<file path="src/rtl/pulse_ctrl_pkg.sv">
// Shared constants and types for the pulse-count LED current controller.
package pulse_ctrl_pkg;

  localparam int unsigned CLK_HZ        = 50_000_000;
  localparam int unsigned LATCH_TIMEOUT_US = 500;
  localparam int unsigned OFF_TIMEOUT_US   = 500;
  // Least times convert to whole cycles; the cycles-per-microsecond factor rounds down.
  localparam int unsigned LATCH_CYCLES =
    (LATCH_TIMEOUT_US * (CLK_HZ / 1_000_000));
  localparam int unsigned OFF_CYCLES =
    (OFF_TIMEOUT_US * (CLK_HZ / 1_000_000));

  localparam int unsigned CNT_W   = 6;
  localparam logic [5:0] DATA_MAX = 6'h10;
  localparam logic [5:0] ADDR_MAX = 6'h15;

  localparam logic [2:0] ADDR_BOTH  = 3'h1;
  localparam logic [2:0] ADDR_MAIN  = 3'h2;
  localparam logic [2:0] ADDR_SUB   = 3'h3;
  localparam logic [2:0] ADDR_SCALE = 3'h4;
  localparam logic [2:0] ADDR_LOW   = 3'h5;

  localparam logic [3:0] REG_RESET  = 4'h1;

  localparam logic [3:0] SCALE_20MA = 4'h1;
  localparam logic [3:0] SCALE_30MA = 4'h2;
  localparam logic [3:0] SCALE_15MA = 4'h3;
  localparam logic [3:0] SCALE_LOW  = 4'h4;

  // Register codes hold value minus one: code 16 stores as 4'hF.
  typedef struct packed {
    logic [3:0] main_code;
    logic [3:0] sub_code;
    logic [3:0] scale_code;
    logic [3:0] low_code;
  } regs_s;

  // Sink current in units of 0.05 mA (0 .. 600).
  typedef struct packed {
    logic [9:0] main_level;
    logic [9:0] sub_level;
  } levels_s;

  typedef enum logic [1:0] {
    MODE_1X,
    MODE_1P5X,
    MODE_2X
  } pump_mode_e;

endpackage

</file>
<file path="src/rtl/pin_sync.sv">
// Two-flop synchroniser for the control pin.
`timescale 1ns/1ps
module pin_sync (
  input  wire logic sys_clk, // System clock.
  input  wire logic reset_n, // Synchronous reset, active low.
  input  wire logic d,       // Asynchronous input.
  output logic      q        // Synchronised level.
);
  logic meta;

  always_ff @(posedge sys_clk) begin
    if (!reset_n) begin
      meta <= 1'b0;
      q    <= 1'b0;
    end else begin
      meta <= d;
      q    <= meta;
    end
  end
endmodule

</file>
<file path="src/rtl/level_lookup.sv">
// Registered lookup from a current code and scale to a sink level.
`timescale 1ns/1ps
module level_lookup (
  input  wire logic       sys_clk,   // System clock.
  input  wire logic       reset_n,   // Synchronous reset, active low.
  input  wire logic [3:0] code,      // Stored code, value minus one.
  input  wire logic [1:0] column,    // 0: 30 mA, 1: 20 mA, 2: 15 mA.
  output logic      [9:0] level      // Level in 0.05 mA units.
);
  logic [9:0] next_level;

  // Entries step down by about 1 dB; the last row is zero current.
  always_comb begin
    next_level = 10'h000;
    case ({column, code})
      6'h00: next_level = 10'd600; 6'h01: next_level = 10'd534;
      6'h02: next_level = 10'd476; 6'h03: next_level = 10'd428;
      6'h04: next_level = 10'd380; 6'h05: next_level = 10'd334;
      6'h06: next_level = 10'd304; 6'h07: next_level = 10'd266;
      6'h08: next_level = 10'd238; 6'h09: next_level = 10'd210;
      6'h0A: next_level = 10'd190; 6'h0B: next_level = 10'd172;
      6'h0C: next_level = 10'd152; 6'h0D: next_level = 10'd134;
      6'h0E: next_level = 10'd124;
      6'h10: next_level = 10'd400; 6'h11: next_level = 10'd356;
      6'h12: next_level = 10'd318; 6'h13: next_level = 10'd286;
      6'h14: next_level = 10'd254; 6'h15: next_level = 10'd222;
      6'h16: next_level = 10'd204; 6'h17: next_level = 10'd178;
      6'h18: next_level = 10'd158; 6'h19: next_level = 10'd140;
      6'h1A: next_level = 10'd126; 6'h1B: next_level = 10'd114;
      6'h1C: next_level = 10'd102; 6'h1D: next_level = 10'd88;
      6'h1E: next_level = 10'd82;
      6'h20: next_level = 10'd300; 6'h21: next_level = 10'd266;
      6'h22: next_level = 10'd238; 6'h23: next_level = 10'd214;
      6'h24: next_level = 10'd190; 6'h25: next_level = 10'd166;
      6'h26: next_level = 10'd152; 6'h27: next_level = 10'd134;
      6'h28: next_level = 10'd120; 6'h29: next_level = 10'd104;
      6'h2A: next_level = 10'd96;  6'h2B: next_level = 10'd86;
      6'h2C: next_level = 10'd76;  6'h2D: next_level = 10'd66;
      6'h2E: next_level = 10'd62;
      default: next_level = 10'h000;
    endcase
  end

  always_ff @(posedge sys_clk) begin
    if (!reset_n) begin
      level <= 10'h000;
    end else begin
      level <= next_level;
    end
  end
endmodule

</file>
<file path="src/rtl/pulse_count_led_current_ctrl.sv">
// Pulse-count control pin decoder, current registers and pump mode logic.
`timescale 1ns/1ps
//////////////////////////////////////////////////////////////////////////////
// Contract
// - Address and data are chosen only by counting rising pin edges.
// - A burst is latched after the pin stays high for the latch timeout.
// - Seventeen to twenty-one edges select address count minus sixteen.
// - One to sixteen edges write data to the selected register.
// - Every data register holds four bits, sixteen codes.
// - Repeated data bursts go to the same address without resending it.
// - Pin low beyond the off timeout shuts the backlight down.
// - After shutdown the first edge selects address one.
// - Entering shutdown resets every data register to one.
// - Code one is full scale, fifteen minus 14 dB, sixteen is zero.
// - Codes two to fifteen are each about one decibel below the previous code.
// - Codes map through three columns: 30, 20 or 15 mA full scale.
// - Main group and sub group currents are set independently.
// - Pin activity enables the backlight converter.
// - Near dropout go to 1.5X first, then to 2X.
// - Any unused sink not tied to the rail forces 2X only.
// - Pulse sequences up to 1 MHz are supported.
// - Address 1 both, 2 main, 3 sub, 4 scale, 5 low current.
// - Scale 1 is 20 mA, 2 is 30 mA, 3 is 15 mA, 4 low mode.
// - Low mode takes both group currents from the low register.
module pulse_count_led_current_ctrl #(
  parameter int unsigned LATCH_CYCLES = pulse_ctrl_pkg::LATCH_CYCLES,
  parameter int unsigned OFF_CYCLES   = pulse_ctrl_pkg::OFF_CYCLES
) (
  input  wire logic       sys_clk,       // System clock, 50 MHz.
  input  wire logic       reset_n,       // Synchronous reset, active low.
  input  wire logic       ctrl_pin,      // Pulse control pin, asynchronous.
  input  wire logic [5:0] sink_near_dropout, // Per sink dropout warning.
  input  wire logic [5:0] sink_unterminated, // Unused sink not on rail.
  output logic            backlight_en,  // Backlight converter enabled.
  output pulse_ctrl_pkg::pump_mode_e pump_mode, // Converter gain mode.
  output pulse_ctrl_pkg::regs_s      regs,      // Stored register codes.
  output logic [2:0]      cur_addr,      // Selected address.
  output pulse_ctrl_pkg::levels_s    levels     // Sink levels, 0.05 mA.
);
  //////////////////////////////////////////////////////////////////////////
  localparam int unsigned TMR_W = 32;

  logic                          pin_s;
  logic                          pin_d;
  logic                          rise;
  logic [pulse_ctrl_pkg::CNT_W-1:0] edge_cnt;
  logic [TMR_W-1:0]              high_tmr;
  logic [TMR_W-1:0]              low_tmr;
  logic                          latch_now;
  logic                          off_now;
  logic [pulse_ctrl_pkg::CNT_W-1:0] cnt_minus_one;
  logic [pulse_ctrl_pkg::CNT_W-1:0] addr_full;
  logic [1:0]                    column;
  logic [9:0]                    main_tab;
  logic [9:0]                    sub_tab;
  logic                          low_mode;
  logic [9:0]                    low_main;
  logic [9:0]                    low_sub;
  logic [9:0]                    next_low_main;
  logic [9:0]                    next_low_sub;

  pin_sync u_sync (
    .sys_clk (sys_clk),
    .reset_n (reset_n),
    .d       (ctrl_pin),
    .q       (pin_s)
  );

  always_ff @(posedge sys_clk) begin
    if (!reset_n) begin
      pin_d <= 1'b0;
    end else begin
      pin_d <= pin_s;
    end
  end

  // At 50 MHz a 1 MHz pulse stream is sampled many times per phase.
  assign rise = pin_s & ~pin_d;

  //////////////////////////////////////////////////////////////////////////
  // High and low time counters.
  always_ff @(posedge sys_clk) begin
    if (!reset_n) begin
      high_tmr <= '0;
    end else if (!pin_s || rise) begin
      high_tmr <= '0;
    end else if (high_tmr < LATCH_CYCLES) begin
      high_tmr <= high_tmr + 32'h1;
    end
  end

  always_ff @(posedge sys_clk) begin
    if (!reset_n) begin
      low_tmr <= '0;
    end else if (pin_s) begin
      low_tmr <= '0;
    end else if (low_tmr < OFF_CYCLES) begin
      low_tmr <= low_tmr + 32'h1;
    end
  end

  // Latch exactly once per high period, when the count is nonzero.
  assign latch_now = pin_s && (high_tmr == LATCH_CYCLES - 1) &&
                     (edge_cnt != '0);
  assign off_now   = !pin_s && (low_tmr == OFF_CYCLES - 1);

  // The count saturates so a very long burst still reads as out of range.
  always_ff @(posedge sys_clk) begin
    if (!reset_n) begin
      edge_cnt <= '0;
    end else if (latch_now || off_now) begin
      edge_cnt <= '0;
    end else if (rise && edge_cnt != '1) begin
      edge_cnt <= edge_cnt + 6'h01;
    end
  end

  assign cnt_minus_one = edge_cnt - 6'h01;
  assign addr_full     = edge_cnt - pulse_ctrl_pkg::DATA_MAX;

  //////////////////////////////////////////////////////////////////////////
  // Enable and shutdown.
  always_ff @(posedge sys_clk) begin
    if (!reset_n) begin
      backlight_en <= 1'b0;
    end else if (off_now) begin
      backlight_en <= 1'b0;
    end else if (rise) begin
      backlight_en <= 1'b1;
    end
  end

  // Shutdown returns the selection to address one for the next edge.
  always_ff @(posedge sys_clk) begin
    if (!reset_n) begin
      cur_addr <= pulse_ctrl_pkg::ADDR_BOTH;
    end else if (off_now) begin
      cur_addr <= pulse_ctrl_pkg::ADDR_BOTH;
    end else if (latch_now && edge_cnt > pulse_ctrl_pkg::DATA_MAX &&
                 edge_cnt <= pulse_ctrl_pkg::ADDR_MAX) begin
      cur_addr <= addr_full[2:0];
    end
  end

  // Codes are stored as value minus one so four bits hold 1..16.
  always_ff @(posedge sys_clk) begin
    if (!reset_n || off_now) begin
      regs.main_code  <= pulse_ctrl_pkg::REG_RESET - 4'h1;
      regs.sub_code   <= pulse_ctrl_pkg::REG_RESET - 4'h1;
      regs.scale_code <= pulse_ctrl_pkg::REG_RESET - 4'h1;
      regs.low_code   <= pulse_ctrl_pkg::REG_RESET - 4'h1;
    end else if (latch_now && edge_cnt <= pulse_ctrl_pkg::DATA_MAX) begin
      case (cur_addr)
        pulse_ctrl_pkg::ADDR_BOTH: begin
          regs.main_code <= cnt_minus_one[3:0];
          regs.sub_code  <= cnt_minus_one[3:0];
        end
        pulse_ctrl_pkg::ADDR_MAIN: regs.main_code <= cnt_minus_one[3:0];
        pulse_ctrl_pkg::ADDR_SUB:  regs.sub_code  <= cnt_minus_one[3:0];
        pulse_ctrl_pkg::ADDR_SCALE: regs.scale_code <= cnt_minus_one[3:0];
        pulse_ctrl_pkg::ADDR_LOW:  regs.low_code  <= cnt_minus_one[3:0];
        default: ;
      endcase
    end
  end

  //////////////////////////////////////////////////////////////////////////
  // Current decoding.
  // Scale values above 4 have no meaning; they keep the 20 mA column.
  always_comb begin
    case (regs.scale_code + 4'h1)
      pulse_ctrl_pkg::SCALE_30MA: column = 2'h0;
      pulse_ctrl_pkg::SCALE_15MA: column = 2'h2;
      default:                    column = 2'h1;
    endcase
  end

  assign low_mode = (regs.scale_code + 4'h1) == pulse_ctrl_pkg::SCALE_LOW;

  level_lookup u_main_lut (
    .sys_clk (sys_clk),
    .reset_n (reset_n),
    .code    (regs.main_code),
    .column  (column),
    .level   (main_tab)
  );

  level_lookup u_sub_lut (
    .sys_clk (sys_clk),
    .reset_n (reset_n),
    .code    (regs.sub_code),
    .column  (column),
    .level   (sub_tab)
  );

  // Low mode: bits 3:2 of code-1 pick which groups run, bits 1:0 the level.
  always_comb begin
    logic [9:0] lvl;
    lvl = 10'h000;
    case (regs.low_code[1:0])
      2'h0: lvl = 10'd1;
      2'h1: lvl = 10'd10;
      2'h2: lvl = 10'd20;
      default: lvl = 10'd40;
    endcase
    next_low_main = regs.low_code[3] ? lvl : 10'h000;
    next_low_sub  = regs.low_code[2] ? lvl : 10'h000;
  end

  always_ff @(posedge sys_clk) begin
    if (!reset_n) begin
      low_main <= 10'h000;
      low_sub  <= 10'h000;
    end else begin
      low_main <= next_low_main;
      low_sub  <= next_low_sub;
    end
  end

  always_ff @(posedge sys_clk) begin
    if (!reset_n) begin
      levels <= '0;
    end else if (!backlight_en) begin
      levels <= '0;
    end else if (low_mode) begin
      levels.main_level <= low_main;
      levels.sub_level  <= low_sub;
    end else begin
      levels.main_level <= main_tab;
      levels.sub_level  <= sub_tab;
    end
  end

  //////////////////////////////////////////////////////////////////////////
  // Converter mode: step up on dropout, never back down while enabled.
  always_ff @(posedge sys_clk) begin
    if (!reset_n) begin
      pump_mode <= pulse_ctrl_pkg::MODE_1X;
    end else if (!backlight_en) begin
      pump_mode <= pulse_ctrl_pkg::MODE_1X;
    end else if (|sink_unterminated) begin
      pump_mode <= pulse_ctrl_pkg::MODE_2X;
    end else if (|sink_near_dropout) begin
      case (pump_mode)
        pulse_ctrl_pkg::MODE_1X:   pump_mode <= pulse_ctrl_pkg::MODE_1P5X;
        pulse_ctrl_pkg::MODE_1P5X: pump_mode <= pulse_ctrl_pkg::MODE_2X;
        default:                   pump_mode <= pulse_ctrl_pkg::MODE_2X;
      endcase
    end
  end
endmodule

</file>
<file path="config.mk">
export PLATFORM = sky130hd
export DESIGN_NAME = pulse_count_led_current_ctrl
export DESIGN_NICKNAME = d
export VERILOG_FILES = /design/src/rtl/pulse_ctrl_pkg.sv /design/src/rtl/pin_sync.sv /design/src/rtl/level_lookup.sv /design/src/rtl/pulse_count_led_current_ctrl.sv
export SDC_FILE = /design/constraint.sdc
export NUM_CORES = 1
export LEC_CHECK = 0
export BUFFER_PORTS_ARGS = -buffer_cell sky130_fd_sc_hd__buf_2
export CAP_MARGIN = 20
export CORE_UTILIZATION = 31
export DETAILED_ROUTE_END_ITERATION = 10
export PLACE_DENSITY_LB_ADDON = 0.08
export REMOVE_ABC_BUFFERS = 1
export SETUP_SLACK_MARGIN = 0.2
export SLEW_MARGIN = 5
export SYNTH_ARGS = -nofsm -noshare
export SYNTH_HDL_FRONTEND = slang
export SYNTH_SLANG_ARGS = --single-unit
</file>
<file path="constraint.sdc">
create_clock -name sys_clk -period 2.54 [get_ports sys_clk]
set_input_delay 0.127 -clock sys_clk [delete_from_list [all_inputs] [get_ports sys_clk]]
set_output_delay 0.127 -clock sys_clk [all_outputs]
set_load 0.02 [all_outputs]
</file>
==> impl_results.md <==
* Buffers on Ports at between 50 and 60
* Post-route clock period utilization at just under 90%
* Required time worst endpoint at around 2800 ps
* M3 GR Usage at about 3.4%
* Critical path type: reg -> reg
* DRT Pass-1 Iters at 4
* Total power at 4.88 mW
* RSZ-0062 raised after global routing: no
* DR vias/cell at about 5.2
* Residual DRC count at 0
* Dominant synthesized flop cell: dfxtp_1
* WL final at about 18 mm
* Dpl hpwl at 12.3 mm
* Leading area contributor after synthesis: dfxtp_1
* Core Util, Final at between 30% and 40%
* Final instance area at 0.00819 mm²
* Vias in the first global route at roughly 5600
* Gr ovfl total at 0
* Compound-cell area share of the yosys netlist at between 10% and 20%
* Final WS setup at between 200 and 300 ps
* Simple-gate area share of the yosys netlist at 27.4%
* Slew headroom at 58.6%
* Worst Path Arrival at 2570 ps
* Run status: finished, final reports clean
* Pwr Density at 596 mW/mm²
* Leakage power at just over 3 nW
* Initial Util at between 30% and 40%
* Post-Synth Adder-Cell Area at under 10%
* Global-route wire length before repair at between 20 and 30 mm
* Unique masters post-synth at ~70
* Fraction of layout cells with a size suffix above 1 at ~17%
* Skew-Pair Late Insertion Delay at between 400 and 500 ps
* Syn-to-layout area delta at 20.3%
* Via Count at between 5000 and 6000
* Post-synth EDFFs at 0
* Worst-path clk slew at around 60 ps
* Initial antenna violation count at 0
* Post-synthesis mux area share at ~2.1%
* Total Neg Setup Slack at 0 ps
* Wire per inst at between 15 and 20 µm
* Crit. End Element: flop
* CTS tree: yes
* Clock sink count at around 140
* Std cell rows at 53
* Synth top area share at a little over two fifths
* Largest net degree at the start of global routing at 40
* CTS Buf Count at 17
* Count of final max-slew check failures at 0
* Fmax at between 400 and 500 MHz
* Busiest layer in global routing: met2
* All-Layer GR Usage at between 15 and 20%
* Hold crit path type: in -> reg
* Slew of the pin with the lowest slew margin at approximately 620 ps
* N_diodes at 0
* Mapped Cells at 802
* Final hold vios at 0
* Synth area leaders: dfxtp_1 42%, a21oi_1 4.6%, and2_1 4.5%
* Chip width at 150 µm
* M1 GR Usage at a little over 20%
* Core area at between 0.02 and 0.025 mm²
* Clk root buf: clkbuf_16
* Nets at 893
* Dpl ws at between 60 and 70 ps
* GP Congestion at 0.799
* DRT iter0 DRCs at roughly 330
* H-tree depth at 4
* CP startpoint kind: flop
* Fraction of registers with async set/reset at 0%
* Total die area at about 0.023 mm²
* ANT nets after route at 0
* Syn Area/Cell at about 8.5 µm²
* Critical path fanouts, max at 19
* Setup Viol. Count Final at 0
* Seq cells post-synth at roughly 140
* Skew final at a little over 8 ps
* Synth warn at 0
* Mapped cell area at between 0.006 and 0.007 mm²
* Ports at 57
* Min cycle time layout at around 2300 ps
* Seq/Total Area, Yosys at between 40% and 50%
* Longest Clk Path Bufs at 2
* Grt met2 use at between 20 and 30%
* Max VDD drop at around 0.40 mV
* Max-cap viol count at 0
* Largest family of logic cells by synthesized area: simple AND/OR/NAND/NOR gates
* DIE HEIGHT at between 150 and 200 µm
* Post-Synth XOR/XNOR Area at 1.93%
* DP Area at 0.00745 mm²
routing by layer:
metal | wire length, µm | share of wire, %
met5 | 0 | 0
met4 | 176 | 1.0
met3 | 451 | 2.6
met2 | 8690 | 49
met1 | 8260 | 47
power by group:
part / internal [mW] / switching (mW) / total, mW / leakage [nW]
logic: 0.0430 / 0.0693 / 0.112 / 1.58
registers: 2.26 / 0.00729 / 2.26 / 1.16
clock network: 1.49 / 1.02 / 2.50 / 0.281
cells in the final DEF (no fill, tap or decap), types with 3 or more instances in the layout:
| cell | netlist | layout |
|---|---|---|
| nor2_1 | 57 | 57 |
| inv_6 | 0 | 7 |
| nand2b_1 | 12 | 12 |
| and2_1 | 49 | 49 |
| o21a_1 | 7 | 7 |
| o21ai_0 | 44 | 41 |
| dfxtp_1 | 143 | 142 |
| clkbuf_16 | 0 | 17 |
| inv_1 | 24 | 23 |
| or2_2 | 3 | 3 |
| nor3_1 | 14 | 14 |
| or3_1 | 6 | 6 |
| nor2b_1 | 11 | 11 |
| xnor2_1 | 7 | 7 |
| ha_1 | 22 | 20 |
| xor2_1 | 8 | 8 |
| or4_1 | 16 | 16 |
| o211ai_1 | 6 | 6 |
| nand3b_1 | 4 | 4 |
| nand2_1 | 66 | 66 |
| nand3_1 | 28 | 28 |
| and4_1 | 5 | 5 |
| a21boi_0 | 4 | 4 |
| a211oi_1 | 13 | 12 |
| mux2i_1 | 12 | 11 |
| buf_2 | 1 | 56 |
| o21ai_1 | 0 | 3 |
| clkinvlp_4 | 0 | 3 |
| a31oi_1 | 9 | 9 |
| nor4_1 | 14 | 11 |
| buf_4 | 0 | 29 |
| nor4_2 | 0 | 3 |
| o31ai_1 | 17 | 17 |
| nand4_1 | 12 | 12 |
| a21oi_1 | 63 | 63 |
| dlygate4sd3_1 | 0 | 4 |
| and3_1 | 14 | 14 |
| o22ai_1 | 3 | 3 |
| nor3b_1 | 5 | 5 |
per-stage QoR:
step | hold slack [ps] | std cells
5_1_grt | 92.3 | 1143
2_1_floorplan | 201 | 747
3_5_place_dp | 348 | 1108
4_1_cts | 52.8 | 1143
6_report | 64.4 | 1143
3_3_place_gp | 342 | 1108
timing repair:
action                                  CTS  global route
setup buffers                             0             0
hold buffers                              4             0
pin swaps                                 0             3
endpoints found under the hold margin     2             0
resized for setup                         6            18
endpoints found under the setup margin   16            24
synth_stat cells, types with 6 or more instances:
cell type,n
dfxtp_1,143
nand2_1,66
a21oi_1,63
nor2_1,57
and2_1,49
o21ai_0,44
clkbuf_1,43
nand3_1,28
inv_1,24
ha_1,22
o31ai_1,17
or4_1,16
and3_1,14
nor3_1,14
nor4_1,14
a211oi_1,13
mux2i_1,12
nand2b_1,12
nand4_1,12
nor2b_1,11
a31oi_1,9
xor2_1,8
buf_1,7
o21a_1,7
xnor2_1,7
o211ai_1,6
or3_1,6
final timing paths:
check                           slack (ps)  cells after the start      endpoint            startpoint
worst max register to register         270                      5      regs[14]           low_tmr[10]
worst max-delay path                   270                      5      regs[14]           low_tmr[10]
worst min register to register         420                      2    levels[10]           low_main[0]
worst min-delay path                    60                      5  pump_mode[1]  sink_unterminated[5]
registers in the layout, indices dropped and copies added, names as in the netlist, 2 cells and up:
register          flops
low_tmr              32
u_sub_lut.level       9
high_tmr             32
edge_cnt              6
levels               20
low_sub               5
cur_addr              3
low_main              5
pump_mode             2
u_main_lut.level      9
regs                 16
kinds of logic after synthesis:
logic type	Yosys count
compound gates	193
xor+xnor	15
fa+ha+maj	22
buf+inv	79
flops	143
mux	13
simple gates	337
final cells by class:
type                       count  area, µm²
fill                        2138      13100
multi-input combinational    580       3740
sequential                   143       2860
timing repair buffer          90        558
clock buffer                  18        439
tap                          275        344
clock inverter                13        153
inverter                      24       92.6
worst max-delay path, stage by stage (launching register included):
cell	delay, ps
dfxtp_1	330
or4_4	550
or4_1	520
or4_4	490
nand2_8	170
a21oi_1	70
Power figures use the tool's default switching activity.
